**src/hdl/pmxh_pkg.sv**
```systemverilog
// Package for the master window translation and configuration hook register block
package pmxh_pkg;

    // ****************************************************************
    // Bus and map geometry
    // ****************************************************************
    localparam int                  PMXH_DATA_W        = 32;
    localparam int                  PMXH_ADDR_W        = 12;
    localparam int                  PMXH_WIN_COUNT     = 32;
    localparam int                  PMXH_WIN_SEL_W     = 5;
    localparam int                  PMXH_SUBST_W       = 9;
    localparam int                  PMXH_SUBST_LSB     = 23;
    localparam int                  PMXH_CPU_ADDR_W    = 28;

    // ****************************************************************
    // Register byte offsets
    // ****************************************************************
    localparam logic [11:0]         PMXH_OFS_WIN_BASE  = 12'h000;
    localparam logic [11:0]         PMXH_OFS_WIN_LAST  = 12'h07c;
    localparam logic [11:0]         PMXH_OFS_IDENT     = 12'h100;
    localparam logic [11:0]         PMXH_OFS_CMDSTAT   = 12'h104;
    localparam logic [11:0]         PMXH_OFS_CLASSREV  = 12'h108;
    localparam logic [11:0]         PMXH_OFS_SUBSYS    = 12'h10c;
    localparam logic [11:0]         PMXH_OFS_LATGNT    = 12'h110;
    localparam logic [11:0]         PMXH_OFS_LRST      = 12'h114;
    localparam logic [11:0]         PMXH_OFS_STATUS    = 12'h118;

    // ****************************************************************
    // Field positions
    // ****************************************************************
    localparam int                  PMXH_FAST_CLK_BIT  = 1;
    localparam int                  PMXH_CAP_CHAIN_BIT = 0;
    localparam int                  PMXH_LRST_BIT      = 0;
    localparam int                  PMXH_LATGNT_W      = 16;
    localparam int                  PMXH_ST_LRST_BIT   = 0;
    localparam int                  PMXH_ST_DONE_BIT   = 1;
    localparam int                  PMXH_ST_HOLD_BIT   = 2;
    localparam int                  PMXH_ST_PCIRST_BIT = 3;

    // ****************************************************************
    // Reset values
    // ****************************************************************
    localparam logic [8:0]          PMXH_SUBST_RST     = 9'h000;
    // Arbitrary neutral class/revision default, not any real device code
    localparam logic [31:0]         PMXH_CLASSREV_RST  = 32'h00c3_0000;
    localparam logic [31:0]         PMXH_SUBSYS_RST    = 32'h0000_0000;
    localparam logic [15:0]         PMXH_LATGNT_RST    = 16'h0000;
    localparam logic                PMXH_CAP_CHAIN_RST = 1'b0;
    // Fast-clock default has no defined reset level; zero chosen for determinism
    localparam logic                PMXH_FAST_CLK_RST  = 1'b0;
    localparam logic                PMXH_LRST_RST      = 1'b0;
    localparam logic [31:0]         PMXH_ZERO_WORD     = 32'h0000_0000;

    // Live configuration words latched on the PCI reset
    typedef struct packed {
        logic [31:0]                ident;
        logic                       fast_clock_capable;
        logic                       capability_chain_present;
        logic [31:0]                class_rev;
        logic [31:0]                subsys;
        logic [15:0]                lat_gnt;
    } pmxh_live_t;

endpackage

```
**src/hdl/pmxh_xlate_if.sv**
```systemverilog
// Interface carrying translation requests between the register core and the translator
`timescale 1ns/1ps
interface pmxh_xlate_if;
    logic [pmxh_pkg::PMXH_WIN_COUNT*pmxh_pkg::PMXH_SUBST_W-1:0] table_bits;
    logic [pmxh_pkg::PMXH_CPU_ADDR_W-1:0]                       cpu_addr;
    logic                                                        cpu_valid;
    logic [31:0]                                                 pci_addr;
    logic                                                        pci_valid;

    modport regs (output table_bits, output cpu_addr, output cpu_valid, input pci_addr, input pci_valid);
    modport xlate (input table_bits, input cpu_addr, input cpu_valid, output pci_addr, output pci_valid);
endinterface

```
**src/hdl/pmxh_regs.sv**
```systemverilog
// Register block: master window substitution and PCI configuration hook registers
`timescale 1ns/1ps
module pmxh_regs
    import pmxh_pkg::*;
#(
    parameter logic [31:0]          IDENT_RST = 32'h0000_0000  // Arbitrary neutral identity value
)
(
    input  wire logic                        I_MCLK,
    input  wire logic                        I_SRST,
    // APB slave
    input  wire logic                        I_PSEL,
    input  wire logic                        I_PENABLE,
    input  wire logic                        I_PWRITE,
    input  wire logic [PMXH_ADDR_W-1:0]      I_PADDR,
    input  wire logic [PMXH_DATA_W-1:0]      I_PWDATA,
    output logic      [PMXH_DATA_W-1:0]      O_PRDATA,
    output logic                             O_PREADY,
    output logic                             O_PSLVERR,
    // PCI side
    input  wire logic                        I_PCI_RST,
    input  wire logic                        I_EEPROM_AUTOINIT_SELECT,
    input  wire logic                        I_SETUP_COMPLETE,
    output pmxh_pkg::pmxh_live_t             O_LIVE_CFG,
    output logic                             O_PCI_ACCESS_HOLD,
    // Core reset
    output logic                             O_CORE_LOCAL_RESET,
    output logic                             O_CPU_RESET,
    // Master translation
    input  wire logic [PMXH_CPU_ADDR_W-1:0]  I_CPU_ADDR,
    input  wire logic                        I_CPU_VALID,
    output logic      [31:0]                 O_PCI_ADDR,
    output logic                             O_PCI_VALID
);

    // Elaboration-time checks on the map geometry
    if (PMXH_WIN_COUNT != (1 << PMXH_WIN_SEL_W)) begin
        $error("Window count must match the select width");
    end
    if (PMXH_SUBST_W + PMXH_SUBST_LSB != PMXH_DATA_W) begin
        $error("Substitution field must fill the top of the word");
    end

    // ****************************************************************
    // State
    // ****************************************************************
    typedef struct packed {
        logic [PMXH_WIN_COUNT*PMXH_SUBST_W-1:0] win;
        logic [31:0]        ident;
        logic               fast_clk;
        logic               cap_chain;
        logic [31:0]        class_rev;
        logic [31:0]        subsys;
        logic [15:0]        lat_gnt;
        logic               lrst;
        logic               cpu_rst;
        logic               hold;
        logic               pci_rst_seen;
        pmxh_live_t         live;
        logic [31:0]        prdata;
        logic               pready;
        logic               pslverr;
        logic [31:0]        pci_addr;
        logic               pci_valid;
    } pmxh_state_t;

    pmxh_state_t        st;
    pmxh_state_t        next_st;
    pmxh_xlate_if       xl ();

    logic               acc;
    logic               wr;
    logic               win_hit;
    logic [PMXH_WIN_SEL_W-1:0] win_idx;
    logic [31:0]        rd;
    logic               hit;

    assign xl.table_bits = st.win;
    assign xl.cpu_addr   = I_CPU_ADDR;
    assign xl.cpu_valid  = I_CPU_VALID;

    pmxh_xlate u_xlate (
        .I_MCLK (I_MCLK),
        .I_SRST (I_SRST),
        .x      (xl)
    );

    // ****************************************************************
    // Next state
    // ****************************************************************
    always_comb begin
        next_st = st;
        // Setup phase only: answer lands in the access phase, zero wait states
        acc     = I_PSEL && !I_PENABLE;
        wr      = acc && I_PWRITE;
        win_hit = (I_PADDR >= PMXH_OFS_WIN_BASE) && (I_PADDR <= PMXH_OFS_WIN_LAST) && (I_PADDR[1:0] == 2'b00);
        win_idx = I_PADDR[PMXH_WIN_SEL_W+1:2];
        rd      = PMXH_ZERO_WORD;
        hit     = 1'b1;

        if (win_hit) begin
            rd[PMXH_DATA_W-1 -: PMXH_SUBST_W] = st.win[win_idx*PMXH_SUBST_W +: PMXH_SUBST_W];
        end else begin
            case (I_PADDR)
                PMXH_OFS_IDENT: begin
                    rd = st.ident;
                end
                PMXH_OFS_CMDSTAT: begin
                    rd[PMXH_FAST_CLK_BIT]  = st.fast_clk;
                    rd[PMXH_CAP_CHAIN_BIT] = st.cap_chain;
                end
                PMXH_OFS_CLASSREV: begin
                    rd = st.class_rev;
                end
                PMXH_OFS_SUBSYS: begin
                    rd = st.subsys;
                end
                PMXH_OFS_LATGNT: begin
                    rd[PMXH_LATGNT_W-1:0] = st.lat_gnt;
                end
                PMXH_OFS_LRST: begin
                    rd[PMXH_LRST_BIT] = st.lrst;
                end
                PMXH_OFS_STATUS: begin
                    rd[PMXH_ST_LRST_BIT]   = st.cpu_rst;
                    rd[PMXH_ST_DONE_BIT]   = I_SETUP_COMPLETE;
                    rd[PMXH_ST_HOLD_BIT]   = st.hold;
                    rd[PMXH_ST_PCIRST_BIT] = st.pci_rst_seen;
                end
                default: begin
                    hit = 1'b0;
                end
            endcase
        end

        next_st.pready  = acc;
        next_st.pslverr = acc && !hit;
        if (acc) begin
            next_st.prdata = I_PWRITE ? PMXH_ZERO_WORD : rd;
        end

        if (wr && win_hit) begin
            next_st.win[win_idx*PMXH_SUBST_W +: PMXH_SUBST_W] = I_PWDATA[PMXH_DATA_W-1 -: PMXH_SUBST_W];
        end
        if (wr && !win_hit) begin
            case (I_PADDR)
                PMXH_OFS_IDENT: begin
                    next_st.ident = I_PWDATA;
                end
                PMXH_OFS_CMDSTAT: begin
                    next_st.fast_clk  = I_PWDATA[PMXH_FAST_CLK_BIT];
                    next_st.cap_chain = I_PWDATA[PMXH_CAP_CHAIN_BIT];
                end
                PMXH_OFS_CLASSREV: begin
                    next_st.class_rev = I_PWDATA;
                end
                PMXH_OFS_SUBSYS: begin
                    next_st.subsys = I_PWDATA;
                end
                PMXH_OFS_LATGNT: begin
                    next_st.lat_gnt = I_PWDATA[PMXH_LATGNT_W-1:0];
                end
                PMXH_OFS_LRST: begin
                    next_st.lrst = I_PWDATA[PMXH_LRST_BIT];
                end
                default: begin
                end
            endcase
        end

        // Processor reset follows the local reset it is derived from
        next_st.cpu_rst = next_st.lrst;

        // Copy uses the hook values as they stand, so a write in the same cycle is copied only if the PCI reset is still high the next cycle
        if (I_PCI_RST) begin
            next_st.live.ident                    = st.ident;
            next_st.live.fast_clock_capable       = st.fast_clk;
            next_st.live.capability_chain_present = st.cap_chain;
            next_st.live.class_rev                = st.class_rev;
            next_st.live.subsys                   = st.subsys;
            next_st.live.lat_gnt                  = st.lat_gnt;
            next_st.pci_rst_seen                  = 1'b1;
        end

        next_st.hold = I_EEPROM_AUTOINIT_SELECT && !I_SETUP_COMPLETE;

        next_st.pci_addr  = xl.pci_addr;
        next_st.pci_valid = xl.pci_valid;
    end

    // ****************************************************************
    // Registers
    // ****************************************************************
    always_ff @(posedge I_MCLK) begin
        if (I_SRST) begin
            st                 <= '0;
            st.win             <= {PMXH_WIN_COUNT{PMXH_SUBST_RST}};
            st.ident           <= IDENT_RST;
            st.fast_clk        <= PMXH_FAST_CLK_RST;
            st.cap_chain       <= PMXH_CAP_CHAIN_RST;
            st.class_rev       <= PMXH_CLASSREV_RST;
            st.subsys          <= PMXH_SUBSYS_RST;
            st.lat_gnt         <= PMXH_LATGNT_RST;
            st.lrst            <= PMXH_LRST_RST;
            st.cpu_rst         <= PMXH_LRST_RST;
            // Hold from reset until the strap is seen the next cycle; errs on the safe side
            st.hold            <= 1'b1;
        end else begin
            st <= next_st;
        end
    end

    assign O_PRDATA           = st.prdata;
    assign O_PREADY           = st.pready;
    assign O_PSLVERR          = st.pslverr;
    assign O_LIVE_CFG         = st.live;
    assign O_PCI_ACCESS_HOLD  = st.hold;
    assign O_CORE_LOCAL_RESET = st.lrst;
    assign O_CPU_RESET        = st.cpu_rst;
    assign O_PCI_ADDR         = st.pci_addr;
    assign O_PCI_VALID        = st.pci_valid;

endmodule

```
**src/hdl/pmxh_xlate.sv**
```systemverilog
// Master window translator: picks a substitution field and forms the PCI address
`timescale 1ns/1ps
module pmxh_xlate
    import pmxh_pkg::*;
(
    input  wire logic   I_MCLK,
    input  wire logic   I_SRST,
    pmxh_xlate_if.xlate x
);

    typedef struct packed {
        logic [31:0]    pci_addr;
        logic           pci_valid;
    } pmxh_xl_state_t;

    pmxh_xl_state_t     st;
    pmxh_xl_state_t     next_st;
    logic [PMXH_WIN_SEL_W-1:0] sel;

    always_comb begin
        next_st = st;
        // Top five of the 28 CPU bits choose one of 32 eight-megabyte windows
        sel = x.cpu_addr[PMXH_CPU_ADDR_W-1 -: PMXH_WIN_SEL_W];
        next_st.pci_valid = x.cpu_valid;
        if (x.cpu_valid) begin
            next_st.pci_addr = {x.table_bits[sel*PMXH_SUBST_W +: PMXH_SUBST_W],
                                x.cpu_addr[PMXH_SUBST_LSB-1:0]};
        end
    end

    always_ff @(posedge I_MCLK) begin
        if (I_SRST) begin
            st <= '0;
        end else begin
            st <= next_st;
        end
    end

    assign x.pci_addr  = st.pci_addr;
    assign x.pci_valid = st.pci_valid;

endmodule

```
**config.mk**
```make
export PLATFORM = sky130hd
export DESIGN_NAME = pmxh_regs
export DESIGN_NICKNAME = d
export VERILOG_FILES = /design/src/hdl/pmxh_pkg.sv /design/src/hdl/pmxh_xlate_if.sv /design/src/hdl/pmxh_regs.sv /design/src/hdl/pmxh_xlate.sv
export SDC_FILE = /design/constraint.sdc
export NUM_CORES = 1
export LEC_CHECK = 0
export BUFFER_PORTS_ARGS = -buffer_cell sky130_fd_sc_hd__buf_2
export CAP_MARGIN = 40
export CORE_MARGIN = 3
export CORE_UTILIZATION = 65
export CTS_CLUSTER_DIAMETER = 80
export DETAILED_ROUTE_END_ITERATION = 16
export PLACE_DENSITY = 0.86
export SLEW_MARGIN = 10
export SYNTH_ARGS = -nofsm -noshare
export SYNTH_HDL_FRONTEND = slang
export SYNTH_HIERARCHICAL = 1
export SYNTH_SLANG_ARGS = --single-unit
export TNS_END_PERCENT = 10
```
**constraint.sdc**
```tcl
create_clock -name I_MCLK -period 8.4 [get_ports I_MCLK]
set_clock_uncertainty 0.15 [all_clocks]
set_input_delay 1.68 -clock I_MCLK [delete_from_list [all_inputs] [get_ports I_MCLK]]
set_output_delay 1.68 -clock I_MCLK [all_outputs]
set_load 0.02 [all_outputs]
```
### After elaboration in Yosys (flattened, before gate mapping)

Index checks and enable logic that the tools add are counted.
W data, S select, Z words.

| cells by class | value |
|---|---|
| add/subtract/negate cells | 1 |
| multiply operators | 2 |
| magnitude comparators | 2 |
| equal/unequal tests | 7 |
| shift-type cells | 4 |
| muxes and demuxes | 13 |
| reductions and logical operators | 21 |

Operators with widths:

| kind | count |
|---|---|
| $shiftx A288 B10 Y9 | 2 |
| $bwmux W288 | 1 |
| $shift A9 B34 Y288 const A | 1 |
| $shiftx A9 B34 Y288 | 1 |
| $eq A12 B9 Y1 const B | 7 |
| $pmux W12 S4 | 1 |
| $pmux W16 S3 | 1 |
| $neg A9 Y34 | 1 |
| $mux W32 | 1 |
| $mux W23 | 1 |
| $mul A5 B4 Y9 const B | 2 |
| $ge A12 B1 Y1 const B | 1 |
| $le A12 B7 Y1 const B | 1 |
| $pmux W1 S6 | 2 |
| $reduce_and A2 Y1 | 6 |
| $pmux W2 S5 | 1 |
| $mux W9 | 1 |
| $logic_and A1 B1 Y1 | 8 |
| $reduce_or A7 Y1 | 1 |
| $logic_not A1 Y1 | 4 |
| $mux W1 | 4 |
| $logic_not A2 Y1 | 1 |
| $reduce_or A2 Y1 | 1 |

| word-level totals | value |
|---|---|
| register bits after elaboration | 619 |
| word-level logic and storage cells | 73 |

### Logic depth before layout (Yosys ltp)

| depth | value |
|---|---|
| word-level depth | 6 |
| gate-level depth with buffers | 14 |

### Modules after synthesis

Netlist, hierarchy kept.

By module, submodules not included:

| module | times used | cells each | area an instance (um2) | seq. area each (um2) |
|---|---|---|---|---|
| pmxh_regs | 1 | 3007 | 25684.6 | 11731.3 |
| pmxh_xlate | 1 | 410 | 3636.0 | 660.6 |

### Least setup slack after synthesis

OpenSTA, ideal clock, no wires.

| path | value |
|---|---|
| path type | input to register |
| start | input I_PADDR[2] |
| end | register st (netlist bit xl.table_bits[18]) |
| library setup time | 0.132 ns |
| data arrival time | 4.924 ns |
| slack | 3.193 ns |
| stages | 14 |
| buffers on the path | 7 |
| cells stage by stage | clkbuf_1 -> clkbuf_1 -> buf_2 -> clkbuf_1 -> clkbuf_1 -> inv_1 -> ha_1 -> nor3b_2 -> xnor2_2 -> buf_2 -> buf_2 -> nand4_1 -> nand2_1 -> a21oi_1 |

| between the ends | value |
|---|---|
| cells in the longest elaborated chain, start to end | 4 |
| elaborated cells on any way between the ends | 10 |
| classes of those cells | add/sub: 1; mul: 1; order compare: 2; shift: 2; mux: 1; reduce/logical: 3 |

Ends and longest elaborated chain:

| item | line | RTL |
|---|---|---|
| start: declaration | pmxh_regs.sv:15 | `input wire logic [PMXH_ADDR_W-1:0] I_PADDR,` |
| $mul A5 B4 Y9 (tied with other cells) | pmxh_regs.sv:143 | `next_st.win[win_idx*PMXH_SUBST_W +: PMXH_SUBST_W] = I_PWDATA[PMXH_DATA_W-1 -: PMXH_SUBST_W];` |
| $neg A9 Y34 or $logic_and A1 B1 Y1 (tied branches) | pmxh_regs.sv:143, pmxh_regs.sv:96 |  |
| $shiftx A9 B34 Y288 (tied with other cells) | pmxh_regs.sv:143 |  |
| $bwmux W288 or $logic_and A1 B1 Y1 (tied branches) | pmxh_regs.sv:143, pmxh_regs.sv:142 |  |
| end signal: assignment | pmxh_regs.sv:209 | `st <= next_st;` |
| end: declaration | pmxh_regs.sv:67 | `pmxh_state_t st;` |

Several ways; a longest one is shown, not always the timed one.
A chain may end at the register's enable or synchronous reset.

### Worst setup path after layout

| path | value |
|---|---|
| start | input I_PADDR[3] |
| end | register st (netlist bit xl.table_bits[52]) |

The elaborated chain is that of the path after synthesis.

==> results by group <==
Global routing
  – Congestion Overflow GR: 0
  – Vias in the first global route: 24500
  – First-pass GRT wire length: 149 mm
  – Largest net degree at the start of global routing: 237
  – Initial antenna violation count: 10
  – Gr usage total: 40.2%

Setup path
  – Critical path class: in -> reg
  – Req. time, crit path: 8790 ps
  – CP peak stage delay: 960 ps
  – CP top delay family: simple AND/OR/NAND/NOR gates
  – FF-to-FF End: u_xlate/x.pci_addr[24]$_SDFFE_PP0P_
  – FF-to-FF path depth: 5
  – Critical Path Start: I_PADDR[3]
  – WP data arrival: 5030 ps
  – Nature of the critical path endpoint: register
  – Slowest-stage cell, CP: nor4_2
  – Critical Path Stages: 10
  – CP Cell Sequence: buf_2 -> inv_1 -> ha_1 -> buf_4 -> nor3b_2 -> xor2_2 -> buf_4 -> nor4_2 -> nand2_1 -> a21oi_1
  – Flop2flop setup slack: 6010 ps
  – Crit Path Max Fanout: 37
  – Crit path to: xl.table_bits[52]$_SDFFE_PP0P_
  – Startpoint types: primary input
  – Reg2reg start: xl.table_bits[226]$_SDFFE_PP0P_
  – Critical Path Most Common Cell: buf_4
  – Buf/Inv on CP: 4

CTS
  – Clk_lat worst skew: 630 ps
  – H-tree Lvls: 2
  – Clock Tree Root: clkbuf_16
  – Clock sink count: 619
  – Clock buffer depth: 3
  – Post-CTS Resized: 0
  – Num CTS Buffers: 60
  – Number of post-CTS setup repair buffers: 0
  – Hold buffers post-CTS: 0
  – Clock transition at path regs: 70 ps
  – TritonCTS clock tree: done

Pwr
  – Sequential power share: 46.4%
  – Clock Power Share: 45.5%
  – VDD IR-drop max: 0.172 mV
  – Combinational Power Share: 8.1%
  – Switching power: 1.57 mW
  – Pwr/cell area: 201 mW/mm^2
  – Internal: 4.82 mW
  – Total leakage power: 12.3 nW
  – Switching Fraction: 24.6%

Routing
  – ANT nets after route: 0
  – Via count: 26100
  – DR DRC count: 0
  – Initial drt markers: 4208
  – Wirelength per Cell: 24.8 um
  – WL final: 99.5 mm
  – DR pass1 iterations: 14
  – Vias/cell: 6.50

Floorplanning
  – Die height: 218 um
  – Starting density of the core: 66.0%
  – Die ar.: 0.0477 sq mm
  – FP Rows: 77
  – Ports: 265
  – Core Area: 0.0444 sq mm
  – Die width: 218 um

Synth
  – Syn Nets: 3502
  – Synth async-reset ratio: 0%
  – Commonest cells in the netlist: nand2_1 (686), dfxtp_1 (619), mux2i_1 (410), a21oi_1 (378), nor2_1 (297)
  – Netlist cell types: 61
  – Avg Inst Size Synth: 8.58 sq um
  – Top cells by area, synth: dfxtp_1 (42%), mux2i_1 (14%), nand2_1 (8.8%)
  – Yosys top cell by area: dfxtp_1
  – Top_reg_cell synth: dfxtp_1
  – Post-synth EDFFs: 0
  – Post-synthesis register bit count: 619
  – Sequential element share of the synthesized area: 42.3%
  – Most frequent cell after synthesis: nand2_1
  – Top cell type's share of synthesized area: 42.3%
  – Mapped Cells: 3417
  – Post-synthesis cell area: 0.0293 sq mm
  – Yosys warning count: 6

STA
  – RSZ-0062 raised after global routing: no
  – Final Hold Viols: 0
  – Crit path time final: 4640 ps
  – Worst hold slack: 290 ps
  – Final setup TNS: 0 ps
  – Final Cycle Share: 55.2%
  – Relative slew slack: 26.4%
  – Fmax achieved: 216 MHz
  – Slew @ Worst Pin: 1100 ps
  – Number of setup violations in the final report: 0
  – Final worst setup slack: 3760 ps
  – Final Slew Violations: 0

Finish
  – Share of cells above drive strength 1: 16.9%
  – Nets: 3457
  – Area Overhead vs Synth: 8.62%
  – Post-route cell area: 0.0318 sq mm

Hold path
  – Hold wc startpoint: u_xlate/x.pci_valid$_SDFF_PP0_
  – Hold Path Class: reg -> reg
  – Hold path cells: 1

Job
  – Max Cap Viol: 0

Place
  – Final GP Congestion: 1.01
  – Placement Cell Area: 0.0296 sq mm
  – Half-perimeter wire length after placement: 66.7 mm
  – Pre-CTS WS: 3290 ps
  – PortBufs: 264

Status
  – Outcome: finished, final reports clean
## state kept, by name (all words and copies together) (netlist names)
register             flops
O_CPU_RESET              1
O_PCI_ADDR              32
st                     115
O_PSLVERR                1
O_LIVE_CFG             114
O_PCI_VALID              1
xl.table_bits          288
u_xlate/x.pci_addr      32
O_PCI_ACCESS_HOLD        1
O_PRDATA                32
u_xlate/x.pci_valid      1
O_PREADY                 1
## power groups by stage
stage / clock [mW] / combinational [mW] / sequential [mW]
global route: 3.03 / 0.528 / 2.96
CTS: 2.92 / 0.489 / 2.96
global placement: 0 / 0.473 / 3.03
floorplan: 0 / 0.312 / 3.03
detailed placement: 0 / 0.488 / 3.03
finish: 2.91 / 0.520 / 2.96
## layer usage
| metal | wire length [um] | track usage (%) |
|---|---|---|
| met2 | 41800 | 58.7 |
| met1 | 38200 | 54.6 |
| met5 | 37 | 0 |
| met4 | 5120 | 18.5 |
| met3 | 14300 | 12.4 |
## layout make-up
class | count | area [sq um]
inverters | 7 | 26.3
well taps | 592 | 741
clock inverters | 22 | 359
clock buffers | 87 | 1780
fillers | 3301 | 12600
repair buffers | 329 | 2030
multi-input cells | 2355 | 14500
flip-flops and latches | 619 | 12400
diodes | 7 | 17.5
## worst min path at each step
stage,to
after global placement,O_PCI_VALID$_SDFF_PP0_
after detailed placement,O_PCI_VALID$_SDFF_PP0_
final,O_PCI_VALID$_SDFF_PP0_
after floorplan,O_PCI_VALID$_SDFF_PP0_
after global routing,O_PCI_VALID$_SDFF_PP0_
after CTS,O_PCI_VALID$_SDFF_PP0_
## stage by stage
step / cells / utilization (%) / total power [mW]
finish: 4018 / 71.7 / 6.39
global route: 4016 / 71.7 / 6.52
CTS: 4009 / 71.5 / 6.37
detailed placement: 3900 / 66.7 / 3.51
global placement: 3879 / 66.1 / 3.50
floorplan: 3417 / - / 3.34
## worst register-to-register path: stages, from the launching register on
cell and delay (ps):
dfxtp_1 360, mux2i_1 90, a22oi_1 550, a21oi_1 240, or4_1 670, a211oi_1 250
## logic make-up after synthesis
logic type,Yosys count,synth area share (%)
fa+ha+maj,4,0.171
buf+inv,443,8.56
mux,492,17.5
compound gates,641,13.3
simple gates,1214,18.0
xor+xnor,4,0.171
flops,619,42.3
## cell usage in the layout (no fill, tap or decap), drive strengths merged, types with 2 or more instances in the layout
| master | Yosys | layout |
|---|---|---|
| nor3b | 2 | 2 |
| or2 | 4 | 4 |
| buf | 257 | 329 |
| mux2 | 73 | 73 |
| dfxtp | 619 | 619 |
| a22o | 28 | 28 |
| mux4 | 9 | 9 |
| clkbuf | 179 | 87 |
| a221oi | 12 | 12 |
| xor2 | 2 | 2 |
| and2 | 14 | 14 |
| bufinv | 0 | 8 |
| nor2 | 297 | 297 |
| a21oi | 388 | 388 |
| and4 | 2 | 2 |
| o22ai | 27 | 27 |
| a22oi | 92 | 92 |
| a211oi | 37 | 37 |
| mux2i | 410 | 410 |
| clkinvlp | 0 | 3 |
| xnor2 | 2 | 2 |
| clkinv | 0 | 8 |
| nand3 | 27 | 27 |
| nor3 | 43 | 43 |
| nand4 | 13 | 13 |
| or4 | 14 | 14 |
| o21ai | 24 | 24 |
| or3 | 3 | 3 |
| diode | 0 | 7 |
| nand2b | 8 | 8 |
| a222oi | 24 | 24 |
| ha | 4 | 4 |
| nor2b | 49 | 49 |
| nand2 | 696 | 696 |
| inv | 7 | 10 |
| and3 | 14 | 14 |
| nor4 | 24 | 24 |
(Power assumes the default switching activity.)
